$ cat src/rtl/hotplug_slot_regs.svh
/*
 * constants for the hot-plug slot control/status word: offset, field positions,
 * reset values and indicator encodings.
 * assumes inclusion by bare name from the design module, the checker and the bench.
 */
`ifndef HOTPLUG_SLOT_REGS_SVH
`define HOTPLUG_SLOT_REGS_SVH

`define HP_SLOT_OFFSET        8'hD8
`define HP_CTL_ABP_EN_BIT     0
`define HP_CTL_PF_EN_BIT      1
`define HP_CTL_PDC_EN_BIT     3
`define HP_CTL_CC_EN_BIT      4
`define HP_CTL_HPIE_BIT       5
`define HP_CTL_ATTN_LSB       6
`define HP_CTL_PWRIND_LSB     8
`define HP_CTL_PWR_OFF_BIT    10
`define HP_CTL_DLLSC_EN_BIT   12
`define HP_STS_ABP_BIT        16
`define HP_STS_PF_BIT         17
`define HP_STS_LATCH_CHG_BIT  18
`define HP_STS_PDC_BIT        19
`define HP_STS_CC_BIT         20
`define HP_STS_LATCH_BIT      21
`define HP_STS_PRESENT_BIT    22
`define HP_STS_DLLSC_BIT      24
`define HP_IND_RESET          2'h3
`define HP_IND_ON             2'h1
`define HP_IND_BLINK          2'h2
`define HP_IND_OFF            2'h3

`endif

$ cat src/rtl/hotplug_slot_pkg.sv
/*
 * types shared by the hot-plug slot register block.
 * assumes the constants header is on the include path.
 */
package hotplug_slot_pkg;
   // attention message sent on every write; power message only if no write follows in the next cycle
   typedef struct packed {
      logic       valid;
      logic       is_power;   // 0: attention indicator, 1: power indicator
      logic [1:0] state;      // on, blink or off code as written
   } indicator_msg_t;
endpackage

$ cat src/rtl/hotplug_slot_control_status.sv
/*
 * hot-plug slot control and status register word for one downstream port.
 * assumes a simple register port on the core clock; slot sensor pins are
 * asynchronous and are synchronised here; link_active comes from core logic.
 */
// Decided for this implementation: the strobed register port.
// Overview of operation
// - control bit 0 enables event on attention button press.
// - control bit 1 enables event on power fault.
// - control bit 3 enables event on card presence change.
// - control bit 4 enables interrupt on command complete, never wakeup.
// - control bit 5 gates all hot-plug interrupts.
// - attention indicator field 7:6, on/blink/off codes, resets to off.
// - each attention field write sends an attention indicator message.
// - power indicator field 9:8, on/blink/off codes, resets to off.
// - each power field write not followed by a write in the next cycle sends a power indicator message.
// - control bit 10 commands slot power, one means off, resets zero.
// - control bit 12 enables notice on link-active change if supported.
// - status bit 16 latches button press, write one clears.
// - status bit 17 latches power fault, write one clears.
// - status bit 18 reports latch sensor change, read-only.
// - status bit 19 latches presence change, write one clears.
// - status bit 20 latches command completion, write one clears.
// - status bit 21 reads latch sensor live, one means open.
// - status bit 22 reads card presence.
// - with no slot implemented, presence bit reads one.
// - presence bit resets to inverted presence strap.
// - status bit 24 latches link-active changes, write one clears.
`timescale 1ns/1ns
`include "hotplug_slot_regs.svh"

module hotplug_slot_control_status
   import hotplug_slot_pkg::*;
#(
   parameter bit DLLSC_SUPPORTED = 1'b1
) (
   input  wire logic                 clock,
   input  wire logic                 rst,
   input  wire logic [7:0]           addr,
   input  wire logic [31:0]          wdata,
   input  wire logic                 wr,
   input  wire logic                 rd,
   output logic      [31:0]          rdata,
   input  wire logic                 slot_implemented,
   input  wire logic                 card_present_strap,
   input  wire logic                 attn_button_pin,
   input  wire logic                 power_fault_pin,
   input  wire logic                 retention_latch,
   input  wire logic                 card_present_pin,
   input  wire logic                 cmd_done,
   input  wire logic                 link_active,
   output logic                      hp_irq,
   output logic                      hp_wake,
   output logic                      slot_power_off,
   output logic      [1:0]           attn_ind,
   output logic      [1:0]           power_ind,
   output indicator_msg_t            ind_msg
);

   ////////////////////////////////////////////////////////////////////////////
   // pin synchronisers: three stages, a change counts when stage 2 and 3 agree
   logic [3:0] s1_q;
   logic [3:0] s2_q;
   logic [3:0] s3_q;
   logic [3:0] stable_q;

   // order: button, fault, latch, presence; stage 1 feeds only stage 2
   always_ff @(posedge clock) begin
      s1_q <= {card_present_pin, retention_latch, power_fault_pin, attn_button_pin};
      s2_q <= s1_q;
      s3_q <= s2_q;
   end

   wire [3:0] agree = ~(s2_q ^ s3_q);
   wire [3:0] stable_d = (agree & s3_q) | (~agree & stable_q);
   wire [3:0] rise = stable_d & ~stable_q;
   wire [3:0] chg  = stable_d ^ stable_q;

   ////////////////////////////////////////////////////////////////////////////
   // register port decode
   wire hit   = (addr == `HP_SLOT_OFFSET);
   wire wr_hit = wr & hit;

   function automatic logic w1c(input logic cur, input logic set, input logic clr);
      // a set in the same cycle as the clear wins
      return set | (cur & ~clr);
   endfunction

   ////////////////////////////////////////////////////////////////////////////
   // control fields
   logic       en_abp_q, en_pf_q, en_pdc_q, en_cc_q, hpie_q, en_dllsc_q, pwr_off_q;
   logic [1:0] attn_q, pind_q;

   always_ff @(posedge clock) begin
      if (rst) begin
         en_abp_q   <= 1'b0;
         en_pf_q    <= 1'b0;
         en_pdc_q   <= 1'b0;
         en_cc_q    <= 1'b0;
         hpie_q     <= 1'b0;
         en_dllsc_q <= 1'b0;
         pwr_off_q  <= 1'b0;
         attn_q     <= `HP_IND_RESET;
         pind_q     <= `HP_IND_RESET;
      end else if (wr_hit) begin
         en_abp_q   <= wdata[`HP_CTL_ABP_EN_BIT];
         en_pf_q    <= wdata[`HP_CTL_PF_EN_BIT];
         en_pdc_q   <= wdata[`HP_CTL_PDC_EN_BIT];
         en_cc_q    <= wdata[`HP_CTL_CC_EN_BIT];
         hpie_q     <= wdata[`HP_CTL_HPIE_BIT];
         attn_q     <= wdata[`HP_CTL_ATTN_LSB +: 2];
         pind_q     <= wdata[`HP_CTL_PWRIND_LSB +: 2];
         pwr_off_q  <= wdata[`HP_CTL_PWR_OFF_BIT];
         en_dllsc_q <= wdata[`HP_CTL_DLLSC_EN_BIT] & DLLSC_SUPPORTED;
      end
   end

   ////////////////////////////////////////////////////////////////////////////
   // status flags and live state
   logic sts_abp_q, sts_pf_q, sts_latch_chg_q, sts_pdc_q, sts_cc_q, sts_dllsc_q;
   logic link_q, present_q, strap_done_q;

   wire clr_abp   = wr_hit & wdata[`HP_STS_ABP_BIT];
   wire clr_pf    = wr_hit & wdata[`HP_STS_PF_BIT];
   wire clr_pdc   = wr_hit & wdata[`HP_STS_PDC_BIT];
   wire clr_cc    = wr_hit & wdata[`HP_STS_CC_BIT];
   wire clr_dllsc = wr_hit & wdata[`HP_STS_DLLSC_BIT];
   wire link_chg  = link_active ^ link_q;

   always_ff @(posedge clock) begin
      if (rst) begin
         // follow the pins through reset so release shows no false edge
         stable_q        <= s3_q;
         sts_abp_q       <= 1'b0;
         sts_pf_q        <= 1'b0;
         sts_latch_chg_q <= 1'b0;
         sts_pdc_q       <= 1'b0;
         sts_cc_q        <= 1'b0;
         sts_dllsc_q     <= 1'b0;
         link_q          <= 1'b0;
         strap_done_q    <= 1'b0;
         present_q       <= ~card_present_strap;
      end else begin
         stable_q        <= stable_d;
         link_q          <= link_active;
         strap_done_q    <= 1'b1;
         sts_abp_q       <= w1c(sts_abp_q, rise[0], clr_abp);
         sts_pf_q        <= w1c(sts_pf_q, rise[1], clr_pf);
         sts_latch_chg_q <= sts_latch_chg_q | chg[2];
         sts_pdc_q       <= w1c(sts_pdc_q, chg[3], clr_pdc);
         sts_cc_q        <= w1c(sts_cc_q, cmd_done, clr_cc);
         sts_dllsc_q     <= w1c(sts_dllsc_q, link_chg, clr_dllsc);
         // strap caught after release, then presence tracks the pin
         present_q <= strap_done_q ? stable_d[3] : ~card_present_strap;
      end
   end

   // link_q starts at zero so a link already up at release counts as a change
   wire present_rd = ~slot_implemented | present_q;

   wire [31:0] word = {7'h00,
                       sts_dllsc_q, 1'b0, present_rd,
                       stable_q[2],
                       sts_cc_q, sts_pdc_q, sts_latch_chg_q, sts_pf_q, sts_abp_q,
                       3'h0, en_dllsc_q, 1'b0, pwr_off_q, pind_q, attn_q,
                       hpie_q, en_cc_q, en_pdc_q, 1'b0, en_pf_q, en_abp_q};

   ////////////////////////////////////////////////////////////////////////////
   // interrupt and wakeup; command complete raises no wakeup
   wire ev_any  = (sts_abp_q & en_abp_q) | (sts_pf_q & en_pf_q) | (sts_pdc_q & en_pdc_q);
   wire irq_d   = hpie_q & (ev_any | (sts_cc_q & en_cc_q)
                  | (sts_dllsc_q & en_dllsc_q));
   wire wake_d  = ev_any | (sts_dllsc_q & en_dllsc_q);

   // power message held one cycle behind the attention message
   logic       pend_q;
   logic [1:0] pend_state_q;
   always_ff @(posedge clock) begin
      if (rst) begin
         pend_q       <= 1'b0;
         pend_state_q <= `HP_IND_RESET;
      end else begin
         pend_q       <= wr_hit;
         pend_state_q <= wr_hit ? wdata[`HP_CTL_PWRIND_LSB +: 2] : pend_state_q;
      end
   end

   // outputs registered; message pulses for attention, then power unless a write follows
   always_ff @(posedge clock) begin
      if (rst) begin
         rdata          <= 32'h0000_0000;
         hp_irq         <= 1'b0;
         hp_wake        <= 1'b0;
         slot_power_off <= 1'b0;
         attn_ind       <= `HP_IND_RESET;
         power_ind      <= `HP_IND_RESET;
         ind_msg        <= '0;
      end else begin
         rdata          <= (rd & hit) ? word : 32'h0000_0000;
         hp_irq         <= irq_d;
         hp_wake        <= wake_d;
         slot_power_off <= pwr_off_q;
         attn_ind       <= attn_q;
         power_ind      <= pind_q;
         ind_msg        <= '0;
         if (wr_hit) begin
            // both fields are written together; attention goes out first and
            // the power message follows in the next cycle if no write comes then
            ind_msg <= '{valid: 1'b1, is_power: 1'b0,
                         state: wdata[`HP_CTL_ATTN_LSB +: 2]};
         end else if (pend_q) begin
            ind_msg <= '{valid: 1'b1, is_power: 1'b1, state: pend_state_q};
         end
      end
   end

endmodule

$ cat config.mk
export PLATFORM = sky130hd
export DESIGN_NAME = hotplug_slot_control_status
export DESIGN_NICKNAME = d
export VERILOG_FILES = /design/src/rtl/hotplug_slot_pkg.sv /design/src/rtl/hotplug_slot_control_status.sv
export VERILOG_INCLUDE_DIRS = /design/src /design/src/rtl
export SDC_FILE = /design/constraint.sdc
export NUM_CORES = 1
export LEC_CHECK = 0
export BUFFER_PORTS_ARGS = -buffer_cell sky130_fd_sc_hd__buf_2
export CELL_PAD_IN_SITES_DETAIL_PLACEMENT = 2
export CELL_PAD_IN_SITES_GLOBAL_PLACEMENT = 2
export CORE_ASPECT_RATIO = 0.7
export CORE_UTILIZATION = 27
export CTS_CLUSTER_SIZE = 30
export DETAILED_ROUTE_END_ITERATION = 12
export GPL_TIMING_DRIVEN = 0
export PLACE_DENSITY = 0.77
export SKIP_CTS_REPAIR_TIMING = 1
export SLEW_MARGIN = 20
export SYNTH_ARGS = -nofsm -noshare
export SYNTH_HDL_FRONTEND = slang
export SYNTH_SLANG_ARGS = --single-unit
$ cat constraint.sdc
create_clock -name clock -period 1.6 [get_ports clock]
set_input_delay 0.16 -clock clock [delete_from_list [all_inputs] [get_ports clock]]
set_output_delay 0.16 -clock clock [all_outputs]
set_load 0.005 [all_outputs]
==> flow_metrics.env, run 1 <==
export IMPL_diodes=0
export IMPL_initial_core_util=0.2833
export IMPL_gp_congestion=0.7010
export IMPL_critical_path_class="in -> reg"
export IMPL_die_w_um=111.3
export IMPL_fmax_mhz=711.3
export IMPL_n_fill_cell=893
export IMPL_nets=359
export IMPL_insertion_delay_ps=330
export IMPL_fin_crit_sh=0.8786
export IMPL_layout_drive_gt1_share=0.3269
export IMPL_reg2reg_from="en_pf_q"
export IMPL_root_buffer="clkbuf_16"
export IMPL_yosys_warnings=0
export IMPL_crit_required_ps=1870
export IMPL_pre_cts_slack_ps=-178.3
export IMPL_io_pins=95
export IMPL_grt_antenna_before_repair=0
export IMPL_worstPathCellList="buf_2 -> nor4b_2 -> and4_1 -> buf_2 -> clkbuf_1 -> and2_1"
export IMPL_hold_slack_ps=26.96
export IMPL_dp_hpwl_mm=4.709
export IMPL_ys_seq_elements=67
export IMPL_cp_arrival_ps=1680
export IMPL_core_area_mm2=0.007973
export IMPL_reg2regPathDepth=3
export IMPL_syn_area_per_cell_um2=10.46
export IMPL_cts_path_max_buffers=2
export IMPL_violations="DRC"
export IMPL_wl_per_cell_um=15.80
export IMPL_whs_path_depth=2
export IMPL_ir_drop_mv=0.4580
export IMPL_reg2reg_setup_slack_ps=310
export IMPL_area_growth_pct=37.62
export IMPL_hold_path_startpoint="slot_implemented"
export IMPL_final_core_util=0.3898
export IMPL_cts_max_level=3
export IMPL_finalClockSkew_ps=4.982
export IMPL_hold_violations=0
export IMPL_port_buffers=64
export IMPL_status="complete, but fails checks"
export IMPL_p_leak_nw=1.391
export IMPL_cts_tree="yes"
export IMPL_yosys_top_cells_area="dfxtp_1 (59%), and2_1 (5.0%), buf_4 (4.3%)"
export IMPL_hold_class="in -> reg"
export IMPL_start_kind="primary input"
export IMPL_grt_setup_unrepaired="false"
export IMPL_cts_buffers=9
export IMPL_drc=14
export IMPL_timing_final_max_slew_violations=0
export IMPL_synth_common_cells="dfxtp_1 (67), a21oi_1 (18), and2_1 (18)"
export IMPL_worst_pin_slew_ps=619.5
export IMPL_synth_enable_flop_cells=0
export IMPL_yosys_area_top_type="dfxtp_1"
export IMPL_syn_area_mm2=0.002258
export IMPL_timing_rr_end="hp_irq"
export IMPL_cts_sinks=67
export IMPL_slowest_delay_ps=450
export IMPL_overflow=0
export IMPL_period_needed_ps=1406
export IMPL_grt_pass1_vias=1886
export IMPL_die_height_um=78.52
export IMPL_fin_cells=413
export IMPL_syn_inst=216
export IMPL_synth_async_reset_ratio=0
export IMPL_cp_max_fo=10
export IMPL_synth_top_area_frac=0.5939
export IMPL_setup_ws_ps=194.2
export IMPL_dp_cells=393
export IMPL_num_vias=1869
export IMPL_ys_seq_area_frac=0.5939
export IMPL_dieArea_mm2=0.008740
export IMPL_slew_headroom=0.5848
export IMPL_grtUsageTotal=0.1557
export IMPL_drt_iter0_markers=51
export IMPL_grt_pass1_wl_mm=10.09
export IMPL_grt_start_max_net_pins=13
export IMPL_finalWirelength_mm=6.525
export IMPL_slowest_stage="nor4b_2"
export IMPL_min_to="rdata[22]"
export IMPL_ant_nets=0
export IMPL_vias_per_cell=4.525
export IMPL_setup_violations=0
export IMPL_first_pass_iters=8
export IMPL_synth_ff_type="dfxtp_1"
export IMPL_p_per_area_mw_per_mm2=1300
export IMPL_rows=27
export IMPL_yosysUniqueCellTypes=37
export IMPL_synth_most_common_cell="dfxtp_1"
export IMPL_path_common_cell="buf_2"
export IMPL_clkSlewWorstSetupHoldPaths_ps=50
export IMPL_crit_path_end_kind="register"
export IMPL_maxCapViolCount=0
==> kinds of logic (layout without fill, tap and decap cells) <==
logic type | after synthesis | in the layout | share of synthesized area
AO/OA/AOI/OAI | 55 | 55 | 0.1562
other | 1 | 13 | 0.001660
XOR/XNOR | 1 | 1 | 0.003879
buffers and inverters | 33 | 117 | 0.08088
AND/OR/NAND/NOR | 58 | 58 | 0.1585
flip-flops | 67 | 67 | 0.5939
multiplexers | 1 | 1 | 0.004986
==> critical path: cells and delay by family <==
kind	cells	cell delay (ps)
buffers and inverters	3	640
and+or+nand+nor	3	880
==> registers in the layout, indices dropped and copies added (netlist names), 2 cells and up <==
name          flops
rdata            19
ind_msg           4
s1_q              4
s2_q              4
s3_q              4
stable_q          4
attn_ind          2
attn_q            2
pend_state_q      2
power_ind         2
==> layout make-up <==
class,count,area [um^2],area share
multi-input combinational,128,779.5,0.2508
clock inverter,6,88.84,0.02858
sequential,67,1341,0.4316
clock buffer,10,229.0,0.07367
inverter,8,30.03,0.009662
buffer,25,152.6,0.04911
tap,101,126.4,0.04066
timing repair buffer,68,360.3,0.1159
==> layout by cell type, fill, tap and decap left out, drive strengths merged, types with 2 or more instances in the layout <==
master,synthesis,layout
dlygate4sd3,0,4
clkbuf,9,19
a31o,3,3
nor2,8,8
nand3b,2,2
bufinv,0,2
clkinvlp,0,2
and2,18,18
a221oi,2,2
a21boi,2,2
nor2b,4,4
or2,4,4
a21oi,18,18
buf,16,80
o31ai,8,8
nand4,5,5
nand2,8,8
conb,1,13
a311oi,4,4
a31oi,5,5
o21ai,9,9
dfxtp,67,67
inv,8,9
==> power by group <==
part | switching [W] | leakage (nW) | internal [W]
combinational | 0.000107 | 0.693 | 0.0000925
clock | 0.000730 | 0.149 | 0.00137
sequential | 0.0000311 | 0.548 | 0.00171
total | 0.000868 | 1.39 | 0.00317
==> metal layers <==
metal | GRT usage | part of all wire | up-vias
met1 | 0.2013 | 0.48 | 897
met3 | 0.06023 | 0.060 | 7
met4 | 0.04459 | 0.0098 | 0
met2 | 0.2406 | 0.45 | 59
met5 | 0 | 0 | -
li1 | - | - | 906
==> worst max-delay path by stage <==
stage                 start         to  slack, ps
floorplan           addr[1]  pwr_off_q        140
global placement    addr[1]  pwr_off_q       -120
detailed placement  addr[1]   rdata[6]       -180
CTS                 addr[1]   rdata[6]        170
global route        addr[1]   rdata[6]         30
finish              addr[1]   rdata[6]        190
==> metrics by stage <==
step | instance area, um^2 | setup TNS [ps] | power, W
global placement | 2750 | -1276 | 0.001956
finish | 3108 | 0 | 0.004039
CTS | 3068 | 0 | 0.004084
detailed placement | 2750 | -1993 | 0.001969
global route | 3108 | 0 | 0.004194
floorplan | 2303 | 0 | 0.001876
No activity file was read; power rests on OpenSTA's default activity.
==> run 2: changes to the inputs <==
--- a/config.mk
+++ b/config.mk
@@ -9,7 +9,7 @@
 export BUFFER_PORTS_ARGS = -buffer_cell sky130_fd_sc_hd__buf_2
 export CELL_PAD_IN_SITES_DETAIL_PLACEMENT = 2
 export CELL_PAD_IN_SITES_GLOBAL_PLACEMENT = 2
-export CORE_ASPECT_RATIO = 0.7
+export CORE_ASPECT_RATIO = 1.5
 export CORE_UTILIZATION = 27
 export CTS_CLUSTER_SIZE = 30
 export DETAILED_ROUTE_END_ITERATION = 12
==> flow_metrics.env, run 2 (same netlist as run 1, synthesis figures left out) <==
export IMPL_crit_start="addr[1]"
export IMPL_wl_per_cell_um=15.06
export IMPL_setup_violations=0
export IMPL_crit_path_end_kind="register"
export IMPL_cp_arrival_ps=1660
export IMPL_cp_top_family="simple AND/OR/NAND/NOR gates"
export IMPL_dp_cells=397
export IMPL_grtUsageTotal=0.1539
export IMPL_drc=0
export IMPL_path_depth=6
export IMPL_grt_start_max_net_pins=12
export IMPL_whs_path_depth=2
export IMPL_path_common_cell="buf_2"
export IMPL_cp_max_fo=10
export IMPL_final_cell_mix="dfxtp_1 (67), buf_2 (66), a21oi_1 (18), and2_1 (18)"
export IMPL_worst_pin_slew_ps=582.5
export IMPL_crit_required_ps=1870
export IMPL_gp_congestion=0.7139
export IMPL_overflow=0
export IMPL_num_vias=1891
export IMPL_io_pins=95
export IMPL_grt_setup_unrepaired="false"
export IMPL_regMostFlops="rdata"
export IMPL_dp_hpwl_mm=4.721
export IMPL_grt_pass1_vias=2050
export IMPL_ir_drop_mv=0.5375
export IMPL_p_leak_nw=1.411
export IMPL_maxCapViolCount=0
export IMPL_vias_per_cell=4.535
export IMPL_cts_sinks=67
export IMPL_fin_cells=417
export IMPL_finalWirelength_mm=6.281
export IMPL_fin_crit_sh=0.8666
export IMPL_nets=359
export IMPL_root_buffer="clkbuf_16"
export IMPL_clkSlewWorstSetupHoldPaths_ps=50
export IMPL_initial_core_util=0.2803
export IMPL_reg2regPathDepth=3
export IMPL_largest_reg_flops=19
export IMPL_start_kind="primary input"
export IMPL_slowest_stage="nor4b_2"
export IMPL_insertion_delay_ps=320
export IMPL_timing_final_max_slew_violations=0
export IMPL_finalClockSkew_ps=2.407
export IMPL_core_area_mm2=0.008058
export IMPL_grt_pass1_wl_mm=9.991
export IMPL_period_needed_ps=1387
export IMPL_slowest_delay_ps=420
export IMPL_reg2reg_from="sts_pf_q"
export IMPL_diodes=0
export IMPL_hold_slack_ps=38.51
export IMPL_drt_iter0_markers=48
export IMPL_first_pass_iters=4
export IMPL_area_growth_pct=38.95
export IMPL_cts_path_max_buffers=2
export IMPL_hold_violations=0
export IMPL_die_height_um=114.0
export IMPL_grt_antenna_before_repair=0
export IMPL_cts_buffers=9
export IMPL_hold_class="in -> reg"
export IMPL_total_power_w=0.004178
export IMPL_dieArea_mm2=0.008742
export IMPL_path_buf_inv=3
export IMPL_cts_tree="yes"
export IMPL_port_buffers=64
export IMPL_rows=40
export IMPL_hold_path_startpoint="wdata[20]"
export IMPL_status="finished clean"
export IMPL_mostFrequentLayoutCell="dfxtp_1"
export IMPL_cts_max_level=3
export IMPL_slew_headroom=0.6117
export IMPL_die_w_um=76.68
export IMPL_ant_nets=0
export IMPL_fmax_mhz=721.2
export IMPL_layout_drive_gt1_share=0.3269
export IMPL_worstPathCellList="buf_2 -> nor4b_2 -> and4_1 -> buf_2 -> clkbuf_1 -> and2_1"
export IMPL_critical_path_class="in -> reg"
export IMPL_p_per_area_mw_per_mm2=1331
## run 2: changes by cell type in the layout (fill, tap and decap cells not counted), sizes merged
cell / change
clkinvlp: -2
bufinv: +1
clkbuf: +1
clkinv: +1
inv: -1
## run 2: where the power goes
part | internal (W) | switching [W] | leakage [nW]
sequential | 0.00171 | 0.0000322 | 0.548
combinational | 0.0000925 | 0.000101 | 0.693
clock | 0.00156 | 0.000680 | 0.169
## run 2: final timing paths
kind                    to  slack, ps
setup reg to reg    hp_irq        450
hold reg to reg    s2_q[2]        320
setup / recovery  rdata[4]        210
hold / removal    sts_cc_q         40
## run 2: final cells by class
cell class | instances | area [um^2]
Tap cell | 105 | 131.4
Fill cell | 882 | 4920
Sequential cell | 67 | 1341
Inverter | 8 | 30.03
Clock buffer | 11 | 242.7
Clock inverter | 5 | 100.1
Buffer | 25 | 152.6
Multi-Input combinational cell | 128 | 779.5
Timing Repair Buffer | 68 | 360.3
## run 2: stage by stage
stage | instance area (um^2) | worst slack, ps | utilization | TNS (ps)
floorplan | 2303 | 139.4 | - | 0
global placement | 2755 | -140.7 | 0.3419 | -1404
detailed placement | 2755 | -147.9 | 0.3419 | -1840
CTS | 3098 | 192.7 | 0.3845 | 0
global route | 3138 | 95.57 | 0.3894 | 0
finish | 3138 | 213.4 | 0.3894 | 0
## run 2: metal layers
metal / routed length, um / share of wire / track usage / up-vias
met5: 0 / 0 / 0 / -
li1: - / - / - / 909
met1: 2206 / 0.35 / 0.1426 / 916
met4: 131 / 0.021 / 0.08205 / 0
met3: 335 / 0.053 / 0.04560 / 8
met2: 3607 / 0.57 / 0.2970 / 58
